[src/design/psi_pkg.sv]
// Shared constants and types for the program counter, return stack and indirect unit
package psi_pkg;
  localparam int PC_W = 13;
  localparam int LOW_BYTE_W = 8;
  localparam int PC_HIGH_W = 5;
  localparam int JUMP_W = 11;
  localparam int STACK_DEPTH = 8;
  localparam int SP_W = 3;
  localparam int SEL_W = 8;
  localparam int IADDR_W = 9;
  // Data address at which the indirect port is decoded
  localparam logic [7:0] INDIRECT_ADDR = 8'h00;
  localparam logic [PC_W-1:0] PC_RESET = 13'h0000;
  localparam logic [SP_W-1:0] SP_RESET = 3'h0;
  localparam logic [SEL_W-1:0] DATA_RESET = 8'h00;
  localparam logic [7:0] READ_ZERO = 8'h00;
  // Interrupt vector address
  localparam logic [PC_W-1:0] IRQ_VECTOR = 13'h0004;
  // Execution operations on the program counter
  typedef enum logic [2:0]
  {
    PSI_OP_STEP,
    PSI_OP_HOLD,
    PSI_OP_JUMP,
    PSI_OP_CALL,
    PSI_OP_RET,
    PSI_OP_IRQ
  } psi_op_t;
endpackage

[src/design/psi_stack_if.sv]
// Push/pop carrier between the unit and its return stack
`timescale 1ns/1ps
interface psi_stack_if;
  logic push;
  logic pop;
  logic [psi_pkg::PC_W-1:0] push_data;
  logic [psi_pkg::PC_W-1:0] top_data;
  modport owner (output push, output pop, output push_data, input top_data);
  modport stack (input push, input pop, input push_data, output top_data);
endinterface

[src/design/psi_pc_unit.sv]
// Program counter, return stack control and indirect address former
// Overview of operation
// - PC is 13 bits; low byte readable/writable, upper five bits not reachable.
// - Every reset clears the whole program counter.
// - Writing the PC low byte loads PC[12:8] from high latch bits 4..0.
// - Call and goto take PC[12:11] from high latch bits 4 and 3.
// - Return stack holds eight 13-bit entries, pointer hidden from software.
// - Calls and interrupt vectoring push the PC.
// - Return, return-with-literal and return-from-interrupt pop into the PC.
// - Pushes and pops never change the high latch.
// - Stack is circular; ninth push overwrites the first.
// - No overflow or underflow status and no explicit push/pop.
// - Indirect port is not storage; it accesses the pointer's target.
// - Indirect read through a pointer to the port itself returns zero.
// - Indirect write through a pointer to the port itself stores nothing.
// - Indirect address is bank bit concatenated with the 8-bit pointer.
`timescale 1ns/1ps
module psi_pc_unit
(
  // Clock and reset
  input wire logic clk_sys_i,
  input wire logic rst_n_i,
  // Program counter control from execution logic
  input wire psi_pkg::psi_op_t pc_op_i,
  input wire logic [psi_pkg::JUMP_W-1:0] jump_target_i,
  input wire logic pc_low_byte_we_i,
  input wire logic [psi_pkg::LOW_BYTE_W-1:0] pc_low_byte_wdata_i,
  input wire logic pc_high_latch_we_i,
  input wire logic [psi_pkg::LOW_BYTE_W-1:0] pc_high_latch_wdata_i,
  // Indirect access request
  input wire logic ind_req_i,
  input wire logic ind_we_i,
  input wire logic [psi_pkg::SEL_W-1:0] ind_wdata_i,
  input wire logic [psi_pkg::SEL_W-1:0] file_select_pointer_i,
  input wire logic indirect_bank_bit_i,
  input wire logic [psi_pkg::SEL_W-1:0] data_rdata_i,
  // Program counter outputs
  output logic [psi_pkg::PC_W-1:0] pc_o,
  output logic [psi_pkg::LOW_BYTE_W-1:0] pc_low_byte_o,
  output logic [psi_pkg::PC_HIGH_W-1:0] pc_high_latch_o,
  // Indirect data access
  output logic [psi_pkg::IADDR_W-1:0] data_addr_o,
  output logic data_we_o,
  output logic [psi_pkg::SEL_W-1:0] data_wdata_o,
  output logic [psi_pkg::SEL_W-1:0] ind_rdata_o
);

  ////////////////////////////////////////////////////////////////////////////
  logic [psi_pkg::PC_W-1:0] pc_reg;
  logic [psi_pkg::PC_W-1:0] pc_next;
  logic [psi_pkg::PC_HIGH_W-1:0] latch_reg;
  logic [psi_pkg::IADDR_W-1:0] daddr_reg;
  logic dwe_reg;
  logic [psi_pkg::SEL_W-1:0] dwdata_reg;
  logic [psi_pkg::SEL_W-1:0] rdata_reg;
  logic self_sel;
  psi_stack_if sif ();

  psi_return_stack #(
    .DEPTH(psi_pkg::STACK_DEPTH)
  ) u_stack (
    .clk_sys_i(clk_sys_i),
    .rst_n_i(rst_n_i),
    .sif(sif)
  );

  ////////////////////////////////////////////////////////////////////////////
  // Push and pop come only from call, interrupt and return operations
  assign sif.push = (pc_op_i == psi_pkg::PSI_OP_CALL) ||
                    (pc_op_i == psi_pkg::PSI_OP_IRQ);
  assign sif.pop = (pc_op_i == psi_pkg::PSI_OP_RET);
  // Return address is the next instruction
  assign sif.push_data = pc_reg + 13'h0001;

  // High latch is only written by software, never by stack traffic
  always_ff @(posedge clk_sys_i)
  begin
    if (!rst_n_i)
      latch_reg <= 5'h00;
    else if (pc_high_latch_we_i)
      latch_reg <= pc_high_latch_wdata_i[psi_pkg::PC_HIGH_W-1:0];
  end

  // A low-byte write wins over sequencing; the write is the jump itself
  always_comb
  begin
    pc_next = pc_reg + 13'h0001;
    if (pc_low_byte_we_i)
      pc_next = {latch_reg, pc_low_byte_wdata_i};
    else
    begin
      case (pc_op_i)
        psi_pkg::PSI_OP_HOLD: pc_next = pc_reg;
        psi_pkg::PSI_OP_JUMP,
        psi_pkg::PSI_OP_CALL: pc_next = {latch_reg[4:3], jump_target_i};
        psi_pkg::PSI_OP_RET: pc_next = sif.top_data;
        psi_pkg::PSI_OP_IRQ: pc_next = psi_pkg::IRQ_VECTOR;
        default: pc_next = pc_reg + 13'h0001;
      endcase
    end
  end

  always_ff @(posedge clk_sys_i)
  begin
    if (!rst_n_i)
      pc_reg <= psi_pkg::PC_RESET;
    else
      pc_reg <= pc_next;
  end

  assign pc_o = pc_reg;
  assign pc_low_byte_o = pc_reg[7:0];
  assign pc_high_latch_o = latch_reg;

  ////////////////////////////////////////////////////////////////////////////
  // Indirect port: registered address/strobe, one cycle after the request
  assign self_sel = (file_select_pointer_i == psi_pkg::INDIRECT_ADDR);

  always_ff @(posedge clk_sys_i)
  begin
    if (!rst_n_i)
    begin
      daddr_reg <= 9'h000;
      dwe_reg <= 1'b0;
      dwdata_reg <= psi_pkg::DATA_RESET;
    end
    else
    begin
      daddr_reg <= {indirect_bank_bit_i, file_select_pointer_i};
      dwe_reg <= ind_req_i && ind_we_i && !self_sel;
      dwdata_reg <= ind_wdata_i;
    end
  end

  // Read data: memory data, or zero when pointing at the port itself
  always_ff @(posedge clk_sys_i)
  begin
    if (!rst_n_i)
      rdata_reg <= psi_pkg::READ_ZERO;
    else if (ind_req_i && !ind_we_i)
      rdata_reg <= self_sel ? psi_pkg::READ_ZERO : data_rdata_i;
  end

  assign data_addr_o = daddr_reg;
  assign data_we_o = dwe_reg;
  assign data_wdata_o = dwdata_reg;
  assign ind_rdata_o = rdata_reg;

  ////////////////////////////////////////////////////////////////////////////
  property p_reset_clear;
    @(posedge clk_sys_i) !rst_n_i |=> pc_o == 13'h0000;
  endproperty
  a_reset_clear: assert property (p_reset_clear) else $error("pc not cleared");

  property p_low_write;
    @(posedge clk_sys_i) disable iff (!rst_n_i)
      pc_low_byte_we_i |=> pc_o == {$past(latch_reg), $past(pc_low_byte_wdata_i)};
  endproperty
  a_low_write: assert property (p_low_write) else $error("low write load wrong");

  property p_call_goto;
    @(posedge clk_sys_i) disable iff (!rst_n_i)
      (!pc_low_byte_we_i && (pc_op_i == psi_pkg::PSI_OP_JUMP || pc_op_i == psi_pkg::PSI_OP_CALL))
      |=> pc_o == {$past(latch_reg[4:3]), $past(jump_target_i)};
  endproperty
  a_call_goto: assert property (p_call_goto) else $error("jump load wrong");

  property p_call_return;
    @(posedge clk_sys_i) disable iff (!rst_n_i)
      (pc_op_i == psi_pkg::PSI_OP_CALL && !pc_low_byte_we_i) ##1
      (pc_op_i == psi_pkg::PSI_OP_RET && !pc_low_byte_we_i) |=> pc_o == $past(pc_o, 2) + 13'h0001;
  endproperty
  a_call_return: assert property (p_call_return) else $error("return address wrong");

  property p_latch_stable;
    @(posedge clk_sys_i) disable iff (!rst_n_i)
      !pc_high_latch_we_i |=> $stable(pc_high_latch_o);
  endproperty
  a_latch_stable: assert property (p_latch_stable) else $error("latch changed");

  property p_self_write;
    @(posedge clk_sys_i) disable iff (!rst_n_i)
      (ind_req_i && self_sel) |=> !data_we_o;
  endproperty
  a_self_write: assert property (p_self_write) else $error("self write stored");

  property p_self_read;
    @(posedge clk_sys_i) disable iff (!rst_n_i)
      (ind_req_i && !ind_we_i && self_sel) |=> ind_rdata_o == 8'h00;
  endproperty
  a_self_read: assert property (p_self_read) else $error("self read nonzero");

  property p_addr_form;
    @(posedge clk_sys_i) disable iff (!rst_n_i)
      ind_req_i |=> data_addr_o == {$past(indirect_bank_bit_i), $past(file_select_pointer_i)};
  endproperty
  a_addr_form: assert property (p_addr_form) else $error("indirect address wrong");

  property p_irq_vector;
    @(posedge clk_sys_i) disable iff (!rst_n_i)
      (pc_op_i == psi_pkg::PSI_OP_IRQ && !pc_low_byte_we_i) |=> pc_o == 13'h0004;
  endproperty
  a_irq_vector: assert property (p_irq_vector) else $error("vector wrong");

  property p_step;
    @(posedge clk_sys_i) disable iff (!rst_n_i)
      (pc_op_i == psi_pkg::PSI_OP_STEP && !pc_low_byte_we_i)
      |=> pc_o == $past(pc_o) + 13'h0001;
  endproperty
  a_step: assert property (p_step) else $error("step wrong");

  // Only bits 4..0 of a latch write are kept; they feed every later low-byte write
  property p_latch_write;
    @(posedge clk_sys_i) disable iff (!rst_n_i)
      pc_high_latch_we_i |=>
      pc_high_latch_o == $past(pc_high_latch_wdata_i[psi_pkg::PC_HIGH_W-1:0]);
  endproperty
  a_latch_write: assert property (p_latch_write) else $error("latch write lost");

  c_call: cover property (@(posedge clk_sys_i) pc_op_i == psi_pkg::PSI_OP_CALL);
  c_irq: cover property (@(posedge clk_sys_i) pc_op_i == psi_pkg::PSI_OP_IRQ);
  c_ret: cover property (@(posedge clk_sys_i) pc_op_i == psi_pkg::PSI_OP_RET);
  c_low: cover property (@(posedge clk_sys_i) pc_low_byte_we_i);
  c_ind_wr: cover property (@(posedge clk_sys_i) data_we_o);
endmodule

[src/design/psi_return_stack.sv]
// Eight-entry circular return stack with hidden pointer
`timescale 1ns/1ps
module psi_return_stack #(
  parameter int DEPTH = psi_pkg::STACK_DEPTH
)
(
  // Clock and reset
  input wire logic clk_sys_i,
  input wire logic rst_n_i,
  // Push and pop
  psi_stack_if.stack sif
);
  logic [psi_pkg::PC_W-1:0] mem_reg [DEPTH];
  logic [psi_pkg::SP_W-1:0] sp_reg;

  // Pointer is never exposed; it wraps both ways with no over/underflow flag
  always_ff @(posedge clk_sys_i)
  begin
    if (!rst_n_i)
      sp_reg <= psi_pkg::SP_RESET;
    else if (sif.push)
      sp_reg <= sp_reg + 3'h1;
    else if (sif.pop)
      sp_reg <= sp_reg - 3'h1;
  end

  // Entries are not reset; a pop below the oldest entry returns stale data
  always_ff @(posedge clk_sys_i)
  begin
    if (sif.push)
      mem_reg[sp_reg] <= sif.push_data;
  end

  assign sif.top_data = mem_reg[sp_reg - 3'h1];
endmodule

[config.mk]
export PLATFORM = sky130hd
export DESIGN_NAME = psi_pc_unit
export DESIGN_NICKNAME = d
export VERILOG_FILES = /design/src/design/psi_pkg.sv /design/src/design/psi_stack_if.sv /design/src/design/psi_pc_unit.sv /design/src/design/psi_return_stack.sv
export SDC_FILE = /design/constraint.sdc
export NUM_CORES = 1
export LEC_CHECK = 0
export BUFFER_PORTS_ARGS = -buffer_cell sky130_fd_sc_hd__buf_4
export CORE_AREA = 2 2 123 95
export CTS_CLUSTER_DIAMETER = 150
export DETAILED_ROUTE_END_ITERATION = 16
export DIE_AREA = 0 0 125 97
export MAX_ROUTING_LAYER = met4
export PLACE_DENSITY = 0.83
export SYNTH_ARGS = -nofsm -noshare
export SYNTH_HDL_FRONTEND = slang
export SYNTH_SLANG_ARGS = --single-unit
[constraint.sdc]
create_clock -name clk_sys_i -period 6.4 [get_ports clk_sys_i]
set_input_delay 0 -clock clk_sys_i [delete_from_list [all_inputs] [get_ports clk_sys_i]]
set_output_delay 0 -clock clk_sys_i [all_outputs]
set_load 0.05 [all_outputs]
==> results of run 1 <==
==> layout make-up <==
class	instances	area, um2	share of cell area, %
Clock inverter	7	48.8	0.579
Tap cell	140	175	2.08
Sequential cell	151	4070	48.3
Multi-Input combinational cell	249	2100	24.9
Timing Repair Buffer	172	1420	16.8
Inverter	15	56.3	0.668
Clock buffer	25	561	6.65
==> through the flow <==
step / area (um2) / power (uW) / util (%) / hold slack [ns] / cells
global placement: 7300 / 1520 / 67.5 / 0.208 / 676
detailed placement: 7300 / 1530 / 67.5 / 0.211 / 676
finish: 8420 / 2580 / 77.9 / 0.00551 / 759
global route: 8420 / 2640 / 77.9 / 0.0249 / 759
CTS: 8420 / 2550 / 77.9 / 0.000883 / 759
floorplan: 6420 / 1410 / - / 0.122 / 451
==> power by group <==
part / leakage [uW] / switching [uW] / total [uW] / internal [uW]
combinational: 0.00157 / 266 / 436 / 170
clock: 0.000305 / 404 / 1020 / 613
sequential: 0.00134 / 31.7 / 1120 / 1090
total: 0.00322 / 702 / 2580 / 1870
==> logic make-up (layout without fill, tap and decap cells) <==
logic type	Yosys count	count (layout)	share of synthesized area, %
AO/OA/AOI/OAI	67	67	7.92
XOR/XNOR	15	15	2.05
adder cells (fa/ha/maj)	4	4	0.780
buffers and inverters	51	219	4.13
flip-flops	151	151	63.3
multiplexers	32	32	10.1
AND/OR/NAND/NOR	131	131	11.7
==> worst min path at each step <==
stage	start	end	slack, ns	depth (start not counted)
global placement	ind_wdata_i[6]	data_wdata_o[6]$_SDFF_PN0_	0.21	2
CTS	rst_n_i	data_wdata_o[5]$_SDFF_PN0_	0.0009	2
floorplan	file_select_pointer_i[0]	data_addr_o[0]$_SDFF_PN0_	0.12	1
global route	rst_n_i	data_addr_o[8]$_SDFF_PN0_	0.02	2
finish	jump_target_i[4]	pc_o[4]$_SDFFE_PN0P_	0.006	4
detailed placement	ind_wdata_i[5]	data_wdata_o[5]$_SDFF_PN0_	0.21	2
==> repair_timing <==
action	CTS	global route
hold buffers	51	0
resized for setup	0	0
hold endpoints to repair	41	0
==> routing by layer <==
layer  vias up  global-route usage [%]
met3        69                    8.24
met2       391                    52.2
li1       2035                       -
met4         0                    15.2
met5         -                       -
met1      2456                    37.4
==> worst reg2reg max path: stages (launching register included) <==
cell and delay, ns:
dfxtp_2 0.31, buf_4 0.47, inv_1 0.18, ha_1 0.69, buf_4 0.40, mux4_2 0.37, and3_1 0.22, a2111oi_2 0.38
a211oi_1 0.09, dlygate4sd3_1 0.60
==> cells in the final DEF, fill, tap and decap left out, types with 3 or more instances in the layout <==
| cell type | count |
|---|---|
| mux2i_1 | 6 |
| edfxtp_1 | 104 |
| and2_1 | 19 |
| mux4_2 | 26 |
| a2111oi_0 | 3 |
| buf_4 | 121 |
| nand2_1 | 11 |
| a2111oi_2 | 3 |
| a211oi_1 | 3 |
| o21ai_1 | 3 |
| ha_1 | 4 |
| nor3_1 | 8 |
| a22oi_1 | 9 |
| or3_1 | 3 |
| a21oi_1 | 13 |
| and3_1 | 13 |
| dlygate4sd3_1 | 51 |
| nor2b_1 | 4 |
| nor2_1 | 28 |
| xnor2_1 | 7 |
| xor2_1 | 8 |
| o21ai_0 | 5 |
| nand3_1 | 22 |
| o211ai_1 | 4 |
| clkbuf_16 | 21 |
| nand2b_1 | 4 |
| dfxtp_1 | 46 |
| inv_1 | 15 |
==> out/metrics.csv, run 1 <==
stage,metric,value,unit
clocking,clock-root-buffer,clkbuf_16,
logic_synthesis,synth_ff_type,edfxtp_1,
clocking,clk_pin_slew,0.06,ns
critical_path,startpoint,u_stack.sp_reg[0]$_SDFFE_PN0P_,
sta,max_slew_margin,12.0,%
clocking,clock_latency,0.43,ns
logic_synthesis,synthesis.area,6420,um2
sta,post-route-period-util,59.7,%
critical_path,cp.depth,9,
floorplanning,dieWidth,125,um
global_route,grt_usage,32.0,%
logic_synthesis,syn-num-nets,516,
detailed_routing,wl_met1,6.64,mm
detailed_routing,routed_wl,18.6,mm
critical_path,worstReg2RegEnd,pc_o[3]$_SDFFE_PN0P_,
finish,syn_to_final_growth,31.3,%
critical_path,rrSetupSlack,2.58,ns
detailed_routing,routed_via_density,6.52,
logic_synthesis,ys_warn_count,0,
clocking,cts_buffer_depth,2,
finish,largest_reg_flops,104,
global_route,grt_pass1_vias,5057,
place,post-dp-hpwl,10.2,mm
outcome,status,"finished, final reports clean",
floorplanning,rows,33,
finish,fin_nets,671,
critical_path,cp.required,6.71,ns
clocking,post_cts_buffers,0,
sta,setup_tns,0,ns
logic_synthesis,synth_area_leaders,"edfxtp_1 49%, dfxtp_1 15%, mux4_2 9.1%, and2_1 1.9%, nand3_1 1.7%",
logic_synthesis,ys_types,63,
clocking,cts.htree.levels,4,
floorplanning,coreArea,10800,um2
clocking,cts_made_buffers,17,
critical_path,path_class,reg2reg,
critical_path,crit_buf_inv,4,
floorplanning,dieArea,12100,um2
critical_path,reg2reg_depth,9,
place,pre_cts_ws,3.23,ns
logic_synthesis,synth.yosys.seq_area_share,63.3,%
critical_path,cpPeakStageDelay,0.69,ns
critical_path,worstPathArrival,4.13,ns
logic_synthesis,syn_area_per_cell,14.2,um2
logic_synthesis,synthArstFlopShare,0,%
power_and_ir_drop,vdd_drop_max,0.324,mV
detailed_routing,vias,4951,
sta,slew_viol_final,0,
critical_path,path_cells,buf_4 > inv_1 > ha_1 > buf_4 > mux4_2 > and3_1 > a2111oi_2 > a211oi_1 > dlygate4sd3_1,
detailed_routing,wire_per_inst,24.5,um
critical_path,cp-end-kind,register,
clocking,cts_sinks,151,
critical_path,cp_common_cell,buf_4,
sta,setup_ws,2.58,ns
critical_path,cpLargestDelayFamily,buffers and inverters,
sta,rsz0062_at_grt,false,
detailed_routing,met3_wirelength,1.85,mm
sta,fin_crit,3.82,ns
clocking,cts_tree,yes,
finish,nFillCells,594,
logic_synthesis,synth_seq_cells,151,
sta,max_freq,262,MHz
critical_path,crit_path_start_kind,register,
detailed_routing,drc_errors,0,
floorplanning,die_h,97,um
detailed_routing,met2_length,9.39,mm
min_path,hp-class,in2reg,
critical_path,reg2reg_from,u_stack.sp_reg[0]$_SDFFE_PN0P_,
global_route,grt_pass1_wl,28.2,mm
detailed_routing,drtPass1Iterations,6,
sta,hold_viol_final,0,
logic_synthesis,syn_inst,451,
sta,setup_viol,0,
place,gp_congestion,0.839,
global_route,grt_max_degree,32,
job,drv_cap,0,
finish,drive_above_1_share,31.3,%
logic_synthesis,synth_top_cell_area_share,48.7,%
global_route,antenna_found_initial,0,
power_and_ir_drop,p_leak,0.00322,uW
floorplanning,ioPinCount,113,
global_route,grt-ovfl-total,0,
critical_path,critPathMaxFanout,29,
critical_path,slowest_stage,ha_1,
power_and_ir_drop,power-per-cell-area,306,nW/um2
place,port_buffers,109,
sta,fin_skew,0.00990,ns
logic_synthesis,yosys-top-cells-count,"104 x edfxtp_1, 47 x dfxtp_1, 28 x nor2_1",
floorplanning,start_util,59.3,%
finish,n_antenna_cell,0,
detailed_routing,drtAntennaViolNets,0,
sta,worst_pin_slew,1.32,ns
logic_synthesis,synth_top_area_cell,edfxtp_1,
logic_synthesis,synth_edf_count,104,
detailed_routing,highest_layer,met4,
critical_path,cp-endpoint,pc_o[3]$_SDFFE_PN0P_,
logic_synthesis,synth_most_common_cell,edfxtp_1,
detailed_routing,drt_iter0_drc,517,
(Power assumes the default switching activity.)
==> inputs of run 2 (changes only) <==
- CORE_AREA: 2 2 123 95 -> 2 2 134 104
- DIE_AREA: 0 0 125 97 -> 0 0 136 106
- PLACE_DENSITY: 0.83 -> 0.74
- clock period: 6.4 -> 3.5 ns (I/O delays scaled with it)
==> out/metrics.csv, run 2 (synthesized netlist as in run 1, its figures left out) <==
stage,metric,value,unit,change
clocking,post_cts_buffers,0,,unchanged
critical_path,crit_buf_inv,3,,-1
floorplanning,start_util,48.5,%,-11 points
critical_path,worstPathArrival,3.53,ns,-0.60 ns
floorplanning,coreArea,13200,um2,+22%
clocking,cts_resized,0,,unchanged
detailed_routing,routed_via_density,5.74,,-12%
sta,slew_viol_final,0,,unchanged
global_route,grt_pass1_wl,24.9,mm,-12%
floorplanning,ioPinCount,113,,unchanged
sta,whs,0.00935,ns,+0.00383 ns
finish,sequential_cell_area,4070,um2,unchanged
sta,setup_viol,0,,unchanged
global_route,grt_pass1_vias,4526,,-11%
global_route,grt_usage,24.2,%,-7.7 points
finish,nFillCells,944,,+59%
detailed_routing,routed_wl,16.4,mm,-12%
sta,fin_crit,3.22,ns,-0.605 ns
clocking,clock_latency,0.42,ns,about the same
sta,hold_viol_final,0,,unchanged
clocking,cts_buffer_depth,2,,unchanged
global_route,use_met2,37.7,%,-14 points
power_and_ir_drop,vdd_drop_max,0.364,mV,+12%
critical_path,cp-end-kind,register,,
min_path,hp-class,in2reg,,
detailed_routing,drtPass1Iterations,5,,-1
critical_path,path_cells,inv_1 > ha_1 > buf_4 > mux4_2 > and3_1 > a2111oi_2 > a211oi_1 > dlygate4sd3_1,,
floorplanning,dieArea,14400,um2,+19%
critical_path,slowest_stage,ha_1,,
detailed_routing,drt_iter0_drc,368,,-29%
critical_path,critPathMaxFanout,12,,-59%
sta,setup_tns,0,ns,unchanged
sta,worst_pin_slew,1.03,ns,-0.288 ns
floorplanning,dieWidth,136,um,+8.8%
detailed_routing,vias,4579,,-7.5%
critical_path,crit_path_start_kind,register,,
finish,fin_nets,675,,+0.60%
finish,layout_common_cells,"122 x buf_4, 104 x edfxtp_1, 54 x dlygate4sd3_1, 46 x dfxtp_1, 26 x mux4_2",,
critical_path,cpLargestDelayFamily,buffers and inverters,,
finish,syn_to_final_growth,31.8,%,
job,drv_cap,0,,unchanged
sta,fin_skew,0.00872,ns,-0.00118 ns
finish,drive_above_1_share,31.6,%,+0.28 points
clocking,cts_tree,yes,,
sta,max_freq,311,MHz,+19%
place,post-dp-hpwl,10.1,mm,-0.45%
global_route,grt_max_degree,32,,unchanged
detailed_routing,wire_per_inst,20.6,um,-16%
global_route,met1_usage,31.1,%,-6.3 points
critical_path,cpPeakStageDelay,0.73,ns,+0.04 ns
clocking,cts_hold_buf,54,,+5.9%
finish,multi_input_area,2110,um2,+0.36%
clocking,cts.htree.levels,4,,unchanged
critical_path,cp.required,3.81,ns,-2.90 ns
place,port_buffers,109,,unchanged
finish,largest_reg_flops,104,,unchanged
clocking,cts_made_buffers,17,,unchanged
finish,layout_commonest_cell,buf_4,,
clocking,clock-root-buffer,clkbuf_16,,
finish,final_util,63.9,%,-14 points
floorplanning,die_h,106,um,+9.3%
detailed_routing,drc_errors,0,,unchanged
global_route,top_usage_layer,met2,,
detailed_routing,drtAntennaViolNets,0,,unchanged
global_route,antenna_found_initial,0,,unchanged
floorplanning,rows,37,,+12%
clocking,clk_pin_slew,0.06,ns,about the same
sta,rsz0062_at_grt,false,,
sta,post-route-period-util,92.0,%,+32 points
critical_path,path_class,reg2reg,,
global_route,grt-ovfl-total,0,,unchanged
finish,n_antenna_cell,0,,unchanged
clocking,cts_sinks,151,,unchanged
power_and_ir_drop,p_leak,0.00319,uW,-0.76%
place,gp_congestion,0.891,,+6.1%
power_and_ir_drop,power-per-cell-area,536,nW/um2,+75%
sta,max_slew_margin,31.4,%,+19 points
outcome,status,"finished, final reports clean",,
global_route,met3_usage,5.82,%,-2.4 points
## run 2: changes by cell type in the layout (fill, tap and decap cells not counted), sizes merged, moves of 3 or more
| cell | before | now |
|---|---|---|
| clkinvlp | 0 | 3 |
| dlygate4sd3 | 51 | 54 |
| clkinv | 3 | 7 |
| clkbuf | 25 | 18 |
## run 2: cell type report
type | count | area share [%]
Clock buffer | 18 | 5.07
Clock inverter | 14 | 1.49
Inverter | 15 | 0.666
Multi-Input combinational cell | 249 | 24.9
Sequential cell | 151 | 48.1
Tap cell | 175 | 2.59
Timing Repair Buffer | 176 | 17.2
## run 2: metrics by stage
stage,power (uW),area [um2],setup WS (ns),std cells
after floorplan,2570,6420,1.09,451
after global placement,2800,7360,0.909,712
after detailed placement,2820,7360,0.859,712
after CTS,4540,8460,0.300,798
after global routing,4690,8460,0.171,798
final,4530,8460,0.281,798
## run 2: where the power goes
part           switching, uW  internal (uW)
clock                    711            980
combinational            466            324
sequential              55.0           2000
total                   1230           3300
## run 2: worst min-delay path, stage by stage
cell and delay (ns):
buf_4 0.08, a2111oi_0 0.10, a311oi_1 0.20
## run 2: worst paths after layout
kind | startpoint | to | slack (ns) | cells past startpoint
worst max-delay path | u_stack.sp_reg[1]$_SDFFE_PN0P_ | pc_o[3]$_SDFFE_PN0P_ | 0.28 | 8
worst min-delay path | jump_target_i[2] | pc_o[2]$_SDFFE_PN0P_ | 0.009 | 3
worst max register to register | u_stack.sp_reg[1]$_SDFFE_PN0P_ | pc_o[3]$_SDFFE_PN0P_ | 0.28 | 8
worst min register to register | ind_rdata_o[0]$_SDFFE_PN0P_ | ind_rdata_o[0]$_SDFFE_PN0P_ | 0.51 | 2
## run 2: routing by layer
metal	share of wire, %	up-vias
met5	0	-
met4	2.3	0
met3	9.9	31
met2	48	263
met1	40	2245
li1	-	2040
==> inputs of run 3 (changes only) <==
- ABC_CLOCK_PERIOD_IN_PS: default -> 3500
- CORE_AREA: 2 2 134 104 -> 2 2 132 102
- CTS_BUF_LIST: default -> sky130_fd_sc_hd__clkbuf_4
- DIE_AREA: 0 0 136 106 -> 0 0 134 104
- PLACE_DENSITY: 0.74 -> 0.77
==> out/metrics.csv, run 3 (synthesized netlist as in run 1, its figures left out) <==
stage,metric,value,unit,change
outcome,status,"finished, final reports clean",,
detailed_routing,routed_wl,17.6,mm,+6.8%
sta,hold_viol_final,0,,unchanged
finish,layout_common_cells,"119 x buf_4, 104 x edfxtp_1, 93 x dlygate4sd3_1, 46 x dfxtp_1, 26 x mux4_2",,
power_and_ir_drop,p_sw,1250,uW,+1.3%
sta,max_slew_margin,25.3,%,-6.1 points
sta,worst_pin_slew,1.12,ns,+0.0914 ns
clocking,cts.htree.levels,4,,unchanged
global_route,grt-ovfl-total,0,,unchanged
clocking,clock_latency,0.57,ns,+0.15 ns
power_and_ir_drop,p_leak,0.00327,uW,+2.5%
power_and_ir_drop,switching_share,30.8,%,+3.6 points
clocking,clock-root-buffer,clkbuf_4,,
detailed_routing,drtAntennaViolNets,0,,unchanged
power_and_ir_drop,power.internal,2800,uW,-15%
power_and_ir_drop,finalPower,4050,uW,-11%
finish,syn_to_final_growth,33.6,%,
critical_path,crit_path_start_kind,register,,
floorplanning,dieWidth,134,um,-1.5%
finish,largest_reg_flops,104,,unchanged
sta,slew_viol_final,0,,unchanged
finish,fin_nets,711,,+5.3%
global_route,use_met2,43.2,%,+5.4 points
global_route,grt_pass1_vias,5056,,+12%
critical_path,cp.required,3.97,ns,+0.16 ns
floorplanning,rows,36,,-2.7%
clocking,cts_sinks,151,,unchanged
detailed_routing,drt_iter0_drc,474,,+29%
detailed_routing,drc_errors,0,,unchanged
detailed_routing,wire_per_inst,21.2,um,+2.7%
sta,max_freq,331,MHz,+6.5%
clocking,clk_pin_slew,0.15,ns,+0.09 ns
power_and_ir_drop,power-per-cell-area,473,nW/um2,-12%
floorplanning,die_h,104,um,-1.9%
sta,fin_crit,3.02,ns,-0.196 ns
place,port_buffers,109,,unchanged
floorplanning,dieArea,13900,um2,-3.3%
job,drv_cap,0,,unchanged
sta,setup_tns,0,ns,unchanged
sta,setup_viol,0,,unchanged
finish,final_util,67.7,%,+3.8 points
power_and_ir_drop,power_frac_comb,20.6,%,+3.2 points
clocking,cts_tree,yes,,
global_route,top_usage_layer,met2,,
sta,fin_skew,0.0197,ns,+0.0110 ns
clocking,cts_buffer_depth,2,,unchanged
min_path,hp-class,in2reg,,
sta,rsz0062_at_grt,false,,
finish,layout_commonest_cell,buf_4,,
global_route,grt_max_degree,32,,unchanged
global_route,grt_pass1_wl,27.6,mm,+11%
critical_path,worstPathArrival,3.49,ns,-0.04 ns
global_route,met1_usage,34.6,%,+3.5 points
global_route,met3_usage,5.95,%,+0.13 points
place,gp_congestion,0.859,,-3.6%
power_and_ir_drop,vdd_drop_max,0.507,mV,+39%
floorplanning,start_util,50.7,%,+2.2 points
global_route,grt_usage,27.1,%,+2.9 points
detailed_routing,routed_via_density,5.81,,+1.3%
power_and_ir_drop,pwr-share-clk,28.8,%,-8.5 points
sta,post-route-period-util,86.4,%,-5.6 points
finish,drive_above_1_share,29.9,%,-1.7 points
floorplanning,ioPinCount,113,,unchanged
clocking,cts_resized,0,,unchanged
floorplanning,coreArea,12700,um2,-4.4%
detailed_routing,drtPass1Iterations,6,,+1
clocking,cts_made_buffers,17,,unchanged
finish,n_antenna_cell,0,,unchanged
critical_path,cp-end-kind,register,,
detailed_routing,vias,4823,,+5.3%
power_and_ir_drop,seqPwrFrac,50.6,%,+5.3 points
place,post-dp-hpwl,10.1,mm,-0.24%
global_route,antenna_found_initial,0,,unchanged
critical_path,path_class,reg2reg,,
critical_path,critPathMaxFanout,12,,unchanged
-- run 3: stage by stage --
step | std cells | hold WS [ns] | instance area, um2 | setup WS [ns]
after floorplan | 451 | 0.122 | 6420 | 1.09
final | 830 | 0.0831 | 8570 | 0.477
after global placement | 705 | 0.212 | 7330 | 1.17
after detailed placement | 705 | 0.213 | 7330 | 1.13
after CTS | 830 | 0.0331 | 8570 | 0.624
after global routing | 830 | 0.112 | 8570 | 0.334
-- run 3: final timing paths --
path / endpoint / start / slack, ns / cells past startpoint
setup / recovery: pc_o[7]$_SDFFE_PN0P_ / u_stack.sp_reg[1]$_SDFFE_PN0P_ / 0.48 / 8
hold / removal: ind_rdata_o[3]$_SDFFE_PN0P_ / ind_we_i / 0.08 / 4
setup reg to reg: pc_o[7]$_SDFFE_PN0P_ / u_stack.sp_reg[1]$_SDFFE_PN0P_ / 0.48 / 8
hold reg to reg: ind_rdata_o[5]$_SDFFE_PN0P_ / ind_rdata_o[5]$_SDFFE_PN0P_ / 0.55 / 2
-- run 3: final cells by class --
class                           instances  area, um2
Fill cell                             857       4090
Clock buffer                           17        128
Multi-Input combinational cell        249       2110
Clock inverter                         15        178
Inverter                               15       56.3
Timing Repair Buffer                  212       1820
Sequential cell                       151       4070
Tap cell                              171        214
-- run 3: what timing repair did --
action / in CTS / in global routing
hold endpoints to repair: 46 / 0
buffers inserted: 0 / 0
hold buffers: 93 / 0
-- run 3: power by group through the flow --
stage,logic (uW),registers (uW),clock network (uW)
floorplan,393,2180,0
global placement,708,2080,0
detailed placement,721,2090,0
CTS,819,2050,1170
global route,885,2060,1250
finish,836,2050,1170
-- run 3: critical path, cell delays in order, from the launching register on --
cell           delay [ns]
dfxtp_1              0.54
inv_1                0.14
ha_1                 0.31
buf_4                0.22
mux4_2               0.33
and3_1               0.19
a2111oi_0            0.49
a2111oi_1            0.11
dlygate4sd3_1        0.60
-- run 3: metal layers --
layer  vias to the layer above  share of wire (%)  routed length [um]
li1                       2118                  -                   -
met1                      2379                 40                7100
met2                       275                 48                8510
met3                        51                8.6                1500
met4                         0                2.6                 453
met5                         -                  0                   0
